**config.mk**
```make
export PLATFORM = sky130hd
export DESIGN_NAME = lcdc_top
export DESIGN_NICKNAME = d
export VERILOG_FILES = /design/src/rtl/lcdc_pkg.sv /design/src/rtl/lcdc_top.sv
export SDC_FILE = /design/constraint.sdc
export NUM_CORES = 2
export LEC_CHECK = 0
export BUFFER_PORTS_ARGS = -buffer_cell sky130_fd_sc_hd__buf_2
export CORE_MARGIN = 4
export CORE_UTILIZATION = 45
export DETAILED_ROUTE_END_ITERATION = 12
export GPL_TIMING_DRIVEN = 0
export HOLD_SLACK_MARGIN = 0.03
export SLEW_MARGIN = 40
export SYNTH_ARGS = -nofsm -noshare
export SYNTH_HDL_FRONTEND = slang
export SYNTH_SLANG_ARGS = --single-unit
```
**constraint.sdc**
```tcl
create_clock -name mclk -period 4.7 [get_ports mclk]
set_input_delay 0.94 -clock mclk [delete_from_list [all_inputs] [get_ports mclk]]
set_output_delay 0.94 -clock mclk [all_outputs]
set_load 0.01 [all_outputs]
```
**src/rtl/lcdc_pkg.sv**
```systemverilog
// Purpose: shared constants, types and encodings of the character display command decoder
// Assumes: 50 MHz mclk, host drives the nibble interface from its own logic
// Notes: timing figures are kept in ns, cycle counts derive from the clock period
//
// Functional notes
// - bytes cross as two nibbles, upper first
// - strobe low: select, direction, data ignored
// - clear: fill blanks, counter zero, increment set
// - home: counter zero, undo shift, memory kept
// - entry bit 1 steps counter up or down
// - entry bit 0 shifts window on display memory writes
// - display bit blanks characters, memory kept
// - cursor bit shows underline cursor
// - blink bit toggles cursor every half second
// - shift command moves cursor or whole window
// - cursor wraps between lines, lines shift together
// - glyph address loads six bits, selects glyph memory
// - display address loads seven bits, selects display memory
// - status read returns busy and counter
// - one counter, target set by last address command or by clear
// - data write stores, steps, applies entry shift
// - data read returns byte, steps, never shifts
// - lines start at 0x00 and 0x40 unshifted
// - four data lines plus select, direction, strobe
package lcdc_pkg;
  // clock and execution times
  localparam int CLK_NS = 20;
  localparam int T_CLEAR_NS = 1640000;
  localparam int T_HOME_NS = 1600000;
  localparam int T_CMD_NS = 40000;
  localparam int T_BLINK_NS = 500000000;
  localparam int CYC_CLEAR = T_CLEAR_NS / CLK_NS;
  localparam int CYC_HOME = T_HOME_NS / CLK_NS;
  localparam int CYC_BLINK = T_BLINK_NS / CLK_NS;
  localparam int EXEC_W = 24;
  localparam logic [EXEC_W-1:0] CYC_CMD = EXEC_W'(T_CMD_NS / CLK_NS);
  // memory shape and layout
  localparam int DD_DEPTH = 128;
  localparam int CG_DEPTH = 64;
  localparam int FIFO_DEPTH = 16;
  localparam logic [7:0] CODE_BLANK = 8'h20;
  localparam logic [6:0] AC_HOME = 7'h00;
  localparam logic [6:0] LINE2_BASE = 7'h40;
  localparam logic [6:0] LINE1_LAST = 7'h27;
  localparam logic [6:0] LINE2_LAST = 7'h67;
  localparam logic [5:0] LINE_LEN = 6'h28;
  localparam logic [5:0] SHIFT_HOME = 6'h00;
  // command field positions
  localparam int BIT_ID = 1;
  localparam int BIT_SH = 0;
  localparam int BIT_D = 2;
  localparam int BIT_C = 1;
  localparam int BIT_B = 0;
  localparam int BIT_SC = 3;
  localparam int BIT_RL = 2;
  // reset values of the options
  localparam logic RST_INC = 1'b1;
  localparam logic RST_OPT = 1'b0;
  // decoded operations
  typedef enum logic [3:0] {
    OP_NOP = 4'h0, OP_CLEAR = 4'h1, OP_HOME = 4'h2, OP_ENTRY = 4'h3,
    OP_DISP = 4'h4, OP_SHIFT = 4'h5, OP_FUNC = 4'h6, OP_SETCG = 4'h7,
    OP_SETDD = 4'h8, OP_WDAT = 4'h9, OP_RDAT = 4'ha
  } lcdc_op_e;
  // one assembled byte with its select and direction
  typedef struct packed {
    logic rs;
    logic rw;
    logic [7:0] data;
  } lcdc_cmd_s;
endpackage : lcdc_pkg

```
**src/rtl/lcdc_top.sv**
```systemverilog
// Purpose: nibble interface, command queue and executor of a two-line character display
// Assumes: host pins are asynchronous to mclk and are synchronised here
// Notes: memories are flip-flops; scan port reads what the panel would show
`timescale 1ns/1ps

// small flop fifo between byte assembly and the executor
module lcdc_fifo #(
  parameter int W = 10,
  parameter int D = 16
) (
  // clock, reset, enable
  input wire logic mclk,
  input wire logic rst_b,
  input wire logic clk_en,
  // fill side
  input wire logic in_valid,
  output logic in_ready,
  input wire logic [W-1:0] in_data,
  // drain side
  output logic out_valid,
  input wire logic out_ready,
  output logic [W-1:0] out_data
);
  localparam int AW = $clog2(D);
  logic [W-1:0] mem_r [D]; // storage entries
  logic [AW-1:0] wp_r, wp_nxt, rp_r, rp_nxt; // write and read index
  logic [AW:0] cnt_r, cnt_nxt; // fill level
  logic push, pop;

  // pointer and level update
  always_comb begin
    push = in_valid & in_ready;
    pop = out_valid & out_ready;
    wp_nxt = push ? wp_r + AW'(1) : wp_r;
    rp_nxt = pop ? rp_r + AW'(1) : rp_r;
    cnt_nxt = cnt_r + (AW+1)'(push) - (AW+1)'(pop);
  end

  always_ff @(posedge mclk or negedge rst_b) begin
    if (!rst_b) begin
      wp_r <= '0;
      rp_r <= '0;
      cnt_r <= '0;
    end else if (clk_en) begin
      wp_r <= wp_nxt;
      rp_r <= rp_nxt;
      cnt_r <= cnt_nxt;
    end
  end

  // entry write, no reset needed on data
  always_ff @(posedge mclk) begin
    if (clk_en && push) begin
      mem_r[wp_r] <= in_data;
    end
  end

  assign in_ready = (cnt_r != (AW+1)'(D));
  assign out_valid = (cnt_r != '0);
  assign out_data = mem_r[rp_r];
endmodule : lcdc_fifo

module lcdc_top import lcdc_pkg::*; #(
  parameter int CLEAR_CYC = CYC_CLEAR,
  parameter int HOME_CYC = CYC_HOME,
  parameter int BLINK_CYC = CYC_BLINK
) (
  // clock, reset, enable
  input wire logic mclk,
  input wire logic rst_b,
  input wire logic clk_en,
  // host nibble interface
  input wire logic display_strobe,
  input wire logic register_select_line,
  input wire logic read_write_line,
  input wire logic [3:0] shared_data_nibble_in,
  output logic [3:0] shared_data_nibble_out,
  output logic shared_data_nibble_oe,
  // status
  output logic busy_indicator,
  output logic [6:0] addr_counter,
  output logic cmd_rejected,
  // display state
  output logic display_enable,
  output logic cursor_visible,
  output logic [5:0] display_shift,
  // panel scan
  input wire logic scan_line,
  input wire logic [3:0] scan_col,
  output logic [7:0] scan_char
);
  // pin synchronisers
  logic strb_s1_r, strb_s2_r, strb_s3_r, rs_s1_r, rs_s2_r, rw_s1_r, rw_s2_r;
  logic [3:0] nib_s1_r, nib_s2_r;
  // nibble interface state
  logic phase_r, phase_nxt; // 1 after upper nibble taken
  logic [3:0] hi_r, hi_nxt;
  logic rs_cap_r, rs_cap_nxt, rw_cap_r, rw_cap_nxt;
  logic [7:0] rd_byte_r, rd_byte_nxt;
  logic [3:0] nout_r, nout_nxt;
  logic noe_r, noe_nxt, rej_r, rej_nxt;
  logic strobe_rise, wr_push, fifo_in_ready, fifo_out_valid, pop;
  lcdc_cmd_s fifo_in, cmd;
  lcdc_op_e op;
  // executor state
  logic [6:0] ac_r, ac_nxt;
  logic cg_sel_r, cg_sel_nxt, inc_r, inc_nxt, esh_r, esh_nxt;
  logic disp_r, disp_nxt, cur_r, cur_nxt, blink_r, blink_nxt;
  logic [5:0] shift_r, shift_nxt;
  logic [EXEC_W-1:0] cnt_r, cnt_nxt;
  logic busy_r, busy_nxt;
  // memory write controls
  logic dd_we, dd_clr, cg_we;
  logic [7:0] dd_mem_r [DD_DEPTH];
  logic [7:0] dd_nxt [DD_DEPTH];
  logic [7:0] cg_mem_r [CG_DEPTH];
  logic [7:0] cg_nxt [CG_DEPTH];
  logic [7:0] mem_rd;
  // blink and scan
  logic [24:0] bcnt_r, bcnt_nxt;
  logic bph_r, bph_nxt, cvis_r, cvis_nxt;
  logic [5:0] col_sum;
  logic [6:0] scan_addr;
  logic [7:0] scan_r, scan_nxt;

  // counter step with line wrap in display memory, plain wrap in glyph memory
  function automatic logic [6:0] step_ac(input logic [6:0] a, input logic up, input logic cg);
    logic [6:0] r;
    r = a;
    if (cg) r = {1'b0, up ? a[5:0] + 6'h01 : a[5:0] - 6'h01};
    else if (up) r = (a == LINE1_LAST) ? LINE2_BASE : (a == LINE2_LAST) ? AC_HOME : a + 7'h01;
    else r = (a == AC_HOME) ? LINE2_LAST : (a == LINE2_BASE) ? LINE1_LAST : a - 7'h01;
    return r;
  endfunction : step_ac

  // window offset modulo the line length, both lines share it
  function automatic logic [5:0] step_sh(input logic [5:0] s, input logic up);
    logic [5:0] r;
    r = s;
    if (up) r = (s == LINE_LEN - 6'h01) ? SHIFT_HOME : s + 6'h01;
    else r = (s == SHIFT_HOME) ? LINE_LEN - 6'h01 : s - 6'h01;
    return r;
  endfunction : step_sh

  // operation from the most significant set bit
  function automatic lcdc_op_e decode(input lcdc_cmd_s c);
    lcdc_op_e o;
    o = OP_NOP;
    if (c.rs) o = c.rw ? OP_RDAT : OP_WDAT;
    else if (c.rw) o = OP_NOP;
    else if (c.data[7]) o = OP_SETDD;
    else if (c.data[6]) o = OP_SETCG;
    else if (c.data[5]) o = OP_FUNC;
    else if (c.data[4]) o = OP_SHIFT;
    else if (c.data[3]) o = OP_DISP;
    else if (c.data[2]) o = OP_ENTRY;
    else if (c.data[1]) o = OP_HOME;
    else if (c.data[0]) o = OP_CLEAR;
    return o;
  endfunction : decode

  // two flops on every pin, third strobe flop only for the edge
  always_ff @(posedge mclk or negedge rst_b) begin
    if (!rst_b) begin
      {strb_s1_r, strb_s2_r, strb_s3_r} <= 3'h0;
      {rs_s1_r, rs_s2_r, rw_s1_r, rw_s2_r} <= 4'h0;
      nib_s1_r <= 4'h0;
      nib_s2_r <= 4'h0;
    end else if (clk_en) begin
      {strb_s1_r, strb_s2_r, strb_s3_r} <= {display_strobe, strb_s1_r, strb_s2_r};
      {rs_s1_r, rs_s2_r} <= {register_select_line, rs_s1_r};
      {rw_s1_r, rw_s2_r} <= {read_write_line, rw_s1_r};
      nib_s1_r <= shared_data_nibble_in;
      nib_s2_r <= nib_s1_r;
    end
  end

  assign strobe_rise = strb_s2_r & ~strb_s3_r; // nibble, select and direction captured only on a strobe edge
  assign mem_rd = cg_sel_r ? cg_mem_r[ac_r[5:0]] : dd_mem_r[ac_r];

  // nibble assembly, read drive and rejection
  always_comb begin
    phase_nxt = phase_r;
    hi_nxt = hi_r;
    rs_cap_nxt = rs_cap_r;
    rw_cap_nxt = rw_cap_r;
    rd_byte_nxt = rd_byte_r;
    rej_nxt = 1'b0;
    wr_push = 1'b0;
    fifo_in = '{rs: rs_cap_r, rw: rw_cap_r, data: {hi_r, nib_s2_r}};
    if (strobe_rise) begin
      phase_nxt = ~phase_r;
      if (!phase_r) begin // upper nibble first
        hi_nxt = nib_s2_r;
        rs_cap_nxt = rs_s2_r;
        rw_cap_nxt = rw_s2_r;
        if (rw_s2_r) rd_byte_nxt = rs_s2_r ? mem_rd : {busy_r, ac_r};
      end else if (rs_cap_r || !rw_cap_r) begin // byte that needs the executor
        if (busy_r || !fifo_in_ready) rej_nxt = 1'b1;
        else wr_push = 1'b1;
      end
    end
    nout_nxt = phase_r ? rd_byte_r[7:4] : rd_byte_r[3:0];
    noe_nxt = strb_s2_r & rw_s2_r;
  end

  always_ff @(posedge mclk or negedge rst_b) begin
    if (!rst_b) begin
      phase_r <= 1'b0;
      hi_r <= 4'h0;
      rs_cap_r <= 1'b0;
      rw_cap_r <= 1'b0;
      rd_byte_r <= 8'h00;
      nout_r <= 4'h0;
      noe_r <= 1'b0;
      rej_r <= 1'b0;
    end else if (clk_en) begin
      phase_r <= phase_nxt;
      hi_r <= hi_nxt;
      rs_cap_r <= rs_cap_nxt;
      rw_cap_r <= rw_cap_nxt;
      rd_byte_r <= rd_byte_nxt;
      nout_r <= nout_nxt;
      noe_r <= noe_nxt;
      rej_r <= rej_nxt;
    end
  end

  // queue of accepted bytes
  lcdc_fifo #(.W($bits(lcdc_cmd_s)), .D(FIFO_DEPTH)) u_fifo (
    .mclk(mclk),
    .rst_b(rst_b),
    .clk_en(clk_en),
    .in_valid(wr_push),
    .in_ready(fifo_in_ready),
    .in_data(fifo_in),
    .out_valid(fifo_out_valid),
    .out_ready(cnt_r == '0),
    .out_data(cmd)
  );

  assign pop = fifo_out_valid & (cnt_r == '0);
  assign op = decode(cmd);

  // command execution
  always_comb begin
    ac_nxt = ac_r;
    cg_sel_nxt = cg_sel_r;
    inc_nxt = inc_r;
    esh_nxt = esh_r;
    disp_nxt = disp_r;
    cur_nxt = cur_r;
    blink_nxt = blink_r;
    shift_nxt = shift_r;
    dd_we = 1'b0;
    cg_we = 1'b0;
    dd_clr = 1'b0;
    cnt_nxt = (cnt_r == '0) ? cnt_r : cnt_r - EXEC_W'(1);
    if (pop) begin
      cnt_nxt = CYC_CMD;
      unique case (op)
        OP_CLEAR: begin
          dd_clr = 1'b1;
          ac_nxt = AC_HOME;
          inc_nxt = RST_INC;
          esh_nxt = RST_OPT;
          shift_nxt = SHIFT_HOME;
          cg_sel_nxt = 1'b0;
          cnt_nxt = EXEC_W'(CLEAR_CYC);
        end
        OP_HOME: begin
          ac_nxt = AC_HOME;
          shift_nxt = SHIFT_HOME;
          cnt_nxt = EXEC_W'(HOME_CYC);
        end
        OP_ENTRY: begin
          inc_nxt = cmd.data[BIT_ID];
          esh_nxt = cmd.data[BIT_SH];
        end
        OP_DISP: begin
          disp_nxt = cmd.data[BIT_D];
          cur_nxt = cmd.data[BIT_C];
          blink_nxt = cmd.data[BIT_B];
        end
        OP_SHIFT: begin
          if (cmd.data[BIT_SC]) shift_nxt = step_sh(shift_r, ~cmd.data[BIT_RL]);
          else ac_nxt = step_ac(ac_r, cmd.data[BIT_RL], cg_sel_r);
        end
        OP_FUNC, OP_NOP: begin // only busy time, no state
        end
        OP_SETCG: begin
          cg_sel_nxt = 1'b1;
          ac_nxt = {1'b0, cmd.data[5:0]};
        end
        OP_SETDD: begin
          cg_sel_nxt = 1'b0;
          ac_nxt = cmd.data[6:0];
        end
        OP_WDAT: begin
          cg_we = cg_sel_r;
          dd_we = ~cg_sel_r;
          ac_nxt = step_ac(ac_r, inc_r, cg_sel_r);
          if (!cg_sel_r && esh_r) shift_nxt = step_sh(shift_r, inc_r);
        end
        OP_RDAT: begin
          ac_nxt = step_ac(ac_r, inc_r, cg_sel_r);
        end
      endcase
    end
    busy_nxt = wr_push | (cnt_nxt != '0) | (fifo_out_valid & ~pop);
  end

  always_ff @(posedge mclk or negedge rst_b) begin
    if (!rst_b) begin
      ac_r <= AC_HOME;
      cg_sel_r <= 1'b0;
      inc_r <= RST_INC;
      esh_r <= RST_OPT;
      disp_r <= RST_OPT;
      cur_r <= RST_OPT;
      blink_r <= RST_OPT;
      shift_r <= SHIFT_HOME;
      cnt_r <= '0;
      busy_r <= 1'b0;
    end else if (clk_en) begin
      ac_r <= ac_nxt;
      cg_sel_r <= cg_sel_nxt;
      inc_r <= inc_nxt;
      esh_r <= esh_nxt;
      disp_r <= disp_nxt;
      cur_r <= cur_nxt;
      blink_r <= blink_nxt;
      shift_r <= shift_nxt;
      cnt_r <= cnt_nxt;
      busy_r <= busy_nxt;
    end
  end

  // display memory entries
  for (genvar gi = 0; gi < DD_DEPTH; gi++) begin : g_dd
    always_comb begin
      dd_nxt[gi] = dd_mem_r[gi];
      if (dd_clr) dd_nxt[gi] = CODE_BLANK;
      else if (dd_we && ac_r == 7'(gi)) dd_nxt[gi] = cmd.data;
    end
    always_ff @(posedge mclk or negedge rst_b) begin
      if (!rst_b) dd_mem_r[gi] <= CODE_BLANK;
      else if (clk_en) dd_mem_r[gi] <= dd_nxt[gi];
    end
  end

  // glyph memory entries
  for (genvar gj = 0; gj < CG_DEPTH; gj++) begin : g_cg
    always_comb begin
      cg_nxt[gj] = cg_mem_r[gj];
      if (cg_we && ac_r[5:0] == 6'(gj)) cg_nxt[gj] = cmd.data;
    end
    always_ff @(posedge mclk or negedge rst_b) begin
      if (!rst_b) cg_mem_r[gj] <= 8'h00;
      else if (clk_en) cg_mem_r[gj] <= cg_nxt[gj];
    end
  end

  // cursor blink, shifted scan lookup
  always_comb begin
    bph_nxt = bph_r;
    bcnt_nxt = bcnt_r + 25'h0000001;
    if (bcnt_r >= 25'(BLINK_CYC - 1)) begin
      bcnt_nxt = '0;
      bph_nxt = ~bph_r;
    end
    cvis_nxt = cur_r & (~blink_r | bph_r);
    col_sum = {2'b00, scan_col} + shift_r;
    if (col_sum >= LINE_LEN) col_sum = col_sum - LINE_LEN;
    scan_addr = (scan_line ? LINE2_BASE : AC_HOME) | {1'b0, col_sum};
    scan_nxt = disp_r ? dd_mem_r[scan_addr] : CODE_BLANK;
  end

  always_ff @(posedge mclk or negedge rst_b) begin
    if (!rst_b) begin
      bcnt_r <= '0;
      bph_r <= 1'b0;
      cvis_r <= 1'b0;
      scan_r <= CODE_BLANK;
    end else if (clk_en) begin
      bcnt_r <= bcnt_nxt;
      bph_r <= bph_nxt;
      cvis_r <= cvis_nxt;
      scan_r <= scan_nxt;
    end
  end

  assign shared_data_nibble_out = nout_r;
  assign shared_data_nibble_oe = noe_r;
  assign busy_indicator = busy_r;
  assign addr_counter = ac_r;
  assign cmd_rejected = rej_r;
  assign display_enable = disp_r;
  assign cursor_visible = cvis_r;
  assign display_shift = shift_r;
  assign scan_char = scan_r;

  // checks beside the logic
  AST_NIB_ORDER: assert property (@(posedge mclk) disable iff (!rst_b)
    wr_push |-> phase_r && strobe_rise) else $error("byte queued off second nibble");
  AST_STROBE_LOW: assert property (@(posedge mclk) disable iff (!rst_b)
    !strb_s2_r |=> $stable(phase_r) && $stable(hi_r)) else $error("pins taken with strobe low");
  AST_CLEAR: assert property (@(posedge mclk) disable iff (!rst_b)
    (pop && clk_en && op == OP_CLEAR)
    |=> ac_r == AC_HOME && inc_r && dd_mem_r[5] == CODE_BLANK && busy_r)
    else $error("clear left state behind");
  AST_HOME: assert property (@(posedge mclk) disable iff (!rst_b)
    (pop && clk_en && op == OP_HOME)
    |=> ac_r == AC_HOME && shift_r == SHIFT_HOME && $stable(dd_mem_r[0]))
    else $error("home did not restore position");
  AST_STEP_UP: assert property (@(posedge mclk) disable iff (!rst_b)
    (pop && clk_en && op == OP_WDAT && !cg_sel_r && inc_r && ac_r < LINE1_LAST)
    |=> ac_r == $past(ac_r) + 7'h01) else $error("counter not incremented");
  AST_WRAP: assert property (@(posedge mclk) disable iff (!rst_b)
    (pop && clk_en && !cg_sel_r && ac_r == LINE1_LAST && ((op == OP_RDAT && inc_r)
    || (op == OP_SHIFT && !cmd.data[BIT_SC] && cmd.data[BIT_RL]))) |=> ac_r == LINE2_BASE)
    else $error("counter did not wrap to second line");
  AST_BUSY_HOLD: assert property (@(posedge mclk) disable iff (!rst_b)
    (pop && clk_en) |=> busy_r [*8]) else $error("busy dropped early");
  AST_REJECT: assert property (@(posedge mclk) disable iff (!rst_b)
    (clk_en && strobe_rise && phase_r && busy_r && (rs_cap_r || !rw_cap_r))
    |-> !wr_push ##1 rej_r) else $error("byte taken while busy");
  AST_READ_NOSHIFT: assert property (@(posedge mclk) disable iff (!rst_b)
    (pop && op == OP_RDAT) |=> $stable(shift_r)) else $error("read shifted window");
  AST_BLANK: assert property (@(posedge mclk) disable iff (!rst_b)
    (!disp_r && clk_en) |=> scan_char == CODE_BLANK) else $error("blanked display shows data");
  AST_STATUS: assert property (@(posedge mclk) disable iff (!rst_b)
    (strobe_rise && !phase_r && rw_s2_r && !rs_s2_r && clk_en) |=> rd_byte_r == {$past(busy_r), $past(ac_r)})
    else $error("status byte wrong");
endmodule : lcdc_top

```
==> flow_summary.json <==
{
  "outcome": "complete, but fails checks",
  "failed_checks": "setup timing",
  "yosys-top-cells-count": "1534 x sky130_fd_sc_hd__dfrtp_1, 919 x sky130_fd_sc_hd__nand2_1, 845 x sky130_fd_sc_hd__mux4_2",
  "fin_nets": 7801,
  "tritoncts": "yes",
  "postSynthCellCount": 7363,
  "fin_setup_tns_ps": -1730,
  "critPathMaxFanout": 12,
  "max_cap_viol_count": 0,
  "finalHoldViolCount": 0,
  "drt_first_pass_iters": 7,
  "pwr-share-clk": 0.463,
  "yosys-top-cells-area": "sky130_fd_sc_hd__dfrtp_1 42%, sky130_fd_sc_hd__mux4_2 21%, sky130_fd_sc_hd__o2bb2ai_1 6.7%",
  "dr_wl_cell_um": 38.1,
  "grt_pass1_wl_um": 563000,
  "numPortBuffers": 44,
  "powerDensity_nw_per_um2": 325,
  "grt_antenna_before_repair": 29,
  "end_kind": "register",
  "share_of_async_settable_or_async_resettable_flops_after_synthesis": 0.912,
  "cts.path.max_buffers": 3,
  "die_height_um": 460,
  "place_congestion": 1.06,
  "timing.final.ws_setup_ps": -156,
  "cts_sink_count": 1824,
  "boundaryPins": 45,
  "post-synth-top-count-cell": "sky130_fd_sc_hd__dfrtp_1",
  "cts_buffers": 193,
  "fp.coreArea_um2": 203000,
  "route.final.wire_length_um": 405000,
  "critical_path_arrival_ps": 5570,
  "detail_route.drc_violations": 0,
  "globalRouteMet2Util": 0.521,
  "layout_worst_path_cycle_share": 1.03,
  "timing.final.max_slew_violations": 0,
  "intPower_mw": 26.0,
  "synthFlopType": "sky130_fd_sc_hd__dfrtp_1",
  "maximum_level_of_the_cts_h_tree": 4,
  "chipWidth_um": 460,
  "post_synth_instance_area_um2": 91900,
  "antenna_left": 0,
  "final_layout_size_suffix_gt1_frac": 0.259,
  "floorplan.initialDensity": 0.454,
  "timing.setup.critical_path_class": "register to register",
  "synthDominantAreaCellType": "sky130_fd_sc_hd__dfrtp_1",
  "setup_viol": 34,
  "clock-root-buffer": "sky130_fd_sc_hd__clkbuf_16",
  "synth_cell_type_count": 83,
  "period_minus_slack_ps": 4860,
  "post_drt_via_cell_ratio": 7.03,
  "via_count_of_the_first_global_routing_pass": 71400,
  "sequentialPowerShare": 0.478,
  "fin_worst_skew_ps": 46.3,
  "route.vias.total": 74800,
  "power.share.switching": 0.250,
  "postSynthRegisterBits": 1824,
  "first_drt_iteration_drcs": 10900,
  "achievable-frequency_ghz": 0.206,
  "worst_pin_slew_ps": 1110,
  "dp_wirelength_um": 297000,
  "path_clk_slew_ps": 60,
  "post-layout-total-power_mw": 34.7,
  "core.rowCount": 165,
  "global_route.usage.total": 0.381,
  "synth_top_area_frac": 0.418,
  "yosys_warnings": 0,
  "clkLatencyLatePin_ps": 870,
  "critical_path_required_ps": 5410,
  "globalRoute.busiestLayer": "met2",
  "power.leakage_nw": 42.1,
  "floorplan.die_area_um2": 212000,
  "mean_instance_size_in_the_synthesized_netlist_um2": 12.5,
  "grt_use_met1": 0.479,
  "grt_overflow": 0,
  "comb_power_share": 0.059,
  "edff_count_synth": 160,
  "hold_path_class": "primary input to register",
  "met3_usage": 0.169,
  "synth.net_count": 7406,
  "worstSetupStartpointType": "register",
  "maximum_number_of_pins_on_one_net_before_global_route_repair": 105,
  "max-vdd-ir-drop_v": 0.000431,
  "slew-limit-headroom": 0.259,
  "synthToLayoutAreaGrowth_pct": 16.2,
  "synth.yosys.seq_area_share": 0.507,
  "switchingPower_mw": 8.66
}
==> per-stage QoR <==
stage	instances	util	hold slack, ps	setup WS, ps	instance area, um2
after floorplan	7363	-	433	432	91900
after global placement	10100	0.471	451	-34810	95500
after detailed placement	10200	0.490	448	-1270	99400
after CTS	10600	0.525	273	-8.35	106000
after global routing	10600	0.527	302	-18.1	107000
final	10600	0.527	316	-156	107000
==> repair_timing <==
action	CTS	global route
gates resized for setup	91	108
setup endpoints to repair	1563	1202
endpoints found under the hold margin	60	0
hold buffers	1	0
pin swaps	5	3
setup buffers	9	9
==> registers in the layout (all words and copies together) (netlist names), 5 cells and up <==
signal / flops
cg_mem_r: 512
u_fifo.mem_r: 160
bcnt_r: 25
addr_counter: 7
dd_mem_r: 1024
u_fifo.cnt_r: 5
display_shift: 6
scan_char: 8
cnt_r: 24
rd_byte_r: 8
==> cells by family (layout without fill, tap and decap cells) <==
family,count (synthesis),after routing,synth area share
simple gates,1823,1823,0.0830
mux,1078,1078,0.233
fa+ha+maj,28,28,0.00397
compound gates,1855,1855,0.137
buf+inv,695,1260,0.0300
flops,1824,1824,0.507
xor+xnor,60,60,0.00572
other cells,0,39,0
==> metal layers <==
layer	wire, um	vias to the layer above
li1	-	28900
met1	144000	38300
met2	166000	5858
met3	57000	1631
met4	37500	18
met5	876	-
==> power groups by stage <==
stage	combinational (mW)	sequential (mW)	clock (mW)
global placement	1.78	16.9	0
floorplan	0.905	16.7	0
global route	2.14	16.6	16.8
finish	2.05	16.6	16.1
CTS	1.97	16.6	16.1
detailed placement	1.95	16.9	0
==> critical path, cell delays in order, from the launching register on <==
cell and delay, ps:
sky130_fd_sc_hd__dfrtp_2 600, sky130_fd_sc_hd__clkbuf_1 270, sky130_fd_sc_hd__clkbuf_2 420, sky130_fd_sc_hd__inv_1 340, sky130_fd_sc_hd__ha_1 650, sky130_fd_sc_hd__and3_2 550, sky130_fd_sc_hd__and2_1 210, sky130_fd_sc_hd__buf_2 250
sky130_fd_sc_hd__nand3_1 610, sky130_fd_sc_hd__clkbuf_2 500, sky130_fd_sc_hd__nand3_1 160, sky130_fd_sc_hd__o21ai_0 100
==> cells in the final DEF (no fill, tap or decap), types with 13 or more instances in the layout <==
cell	Yosys	routed
sky130_fd_sc_hd__buf_2	38	157
sky130_fd_sc_hd__nand2_2	0	15
sky130_fd_sc_hd__mux2i_1	178	167
sky130_fd_sc_hd__nor3_1	63	54
sky130_fd_sc_hd__o21ai_2	41	84
sky130_fd_sc_hd__dfstp_2	130	130
sky130_fd_sc_hd__diode_2	0	39
sky130_fd_sc_hd__inv_1	57	57
sky130_fd_sc_hd__buf_1	91	13
sky130_fd_sc_hd__clkbuf_2	0	153
sky130_fd_sc_hd__nor2_2	0	23
sky130_fd_sc_hd__nand3_1	158	152
sky130_fd_sc_hd__xnor2_1	30	29
sky130_fd_sc_hd__clkbuf_1	491	367
sky130_fd_sc_hd__and2_1	34	34
sky130_fd_sc_hd__nor2_1	522	492
sky130_fd_sc_hd__dfrtp_1	1534	1532
sky130_fd_sc_hd__xor2_1	30	28
sky130_fd_sc_hd__nand2b_1	13	13
sky130_fd_sc_hd__clkbuf_8	0	45
sky130_fd_sc_hd__clkinv_2	0	41
sky130_fd_sc_hd__edfxtp_1	160	160
sky130_fd_sc_hd__nand2_1	919	902
sky130_fd_sc_hd__ha_1	26	26
sky130_fd_sc_hd__mux4_2	845	845
sky130_fd_sc_hd__o2bb2ai_1	706	706
sky130_fd_sc_hd__a211oi_1	15	14
sky130_fd_sc_hd__nand3b_1	13	13
sky130_fd_sc_hd__buf_4	7	34
sky130_fd_sc_hd__o21ai_1	81	38
sky130_fd_sc_hd__mux2_2	51	51
sky130_fd_sc_hd__o22ai_1	24	23
sky130_fd_sc_hd__buf_8	2	19
sky130_fd_sc_hd__clkbuf_4	0	18
sky130_fd_sc_hd__a21oi_1	126	125
sky130_fd_sc_hd__buf_16	0	104
sky130_fd_sc_hd__o21ai_0	736	734
sky130_fd_sc_hd__buf_6	7	15
sky130_fd_sc_hd__clkbuf_16	0	197
==> final timing paths <==
| path | startpoint | to | slack [ps] | cells past startpoint |
|---|---|---|---|---|
| worst max-delay path | addr_counter[1]$_DFFE_PN0P_ | dd_mem_r[924]$_DFFE_PN0P_ | -160 | 11 |
| worst min-delay path | shared_data_nibble_in[0] | nib_s1_r[0]$_DFFE_PN0P_ | 320 | 2 |
| worst max register to register | addr_counter[1]$_DFFE_PN0P_ | dd_mem_r[924]$_DFFE_PN0P_ | -160 | 11 |
| worst min register to register | cnt_r[22]$_DFFE_PN0P_ | cnt_r[22]$_DFFE_PN0P_ | 460 | 1 |
| max in group asynchronous | rst_b | cg_mem_r[260]$_DFFE_PN0P_ | 1270 | 7 |
| min in group asynchronous | rst_b | dd_mem_r[99]$_DFFE_PN0P_ | 620 | 2 |
==> layout make-up <==
type                    instances  area, um2
inverters                      59        221
multi-input cells            4844      43300
fillers                     17200      95900
clock buffers                 297       5760
well taps                    2672       3340
plain buffers                 627       2910
diodes                         39       97.6
repair buffers                209       3780
clock inverters                68        817
flip-flops and latches       1824      46600
No activity file was read; power rests on OpenSTA's default activity.
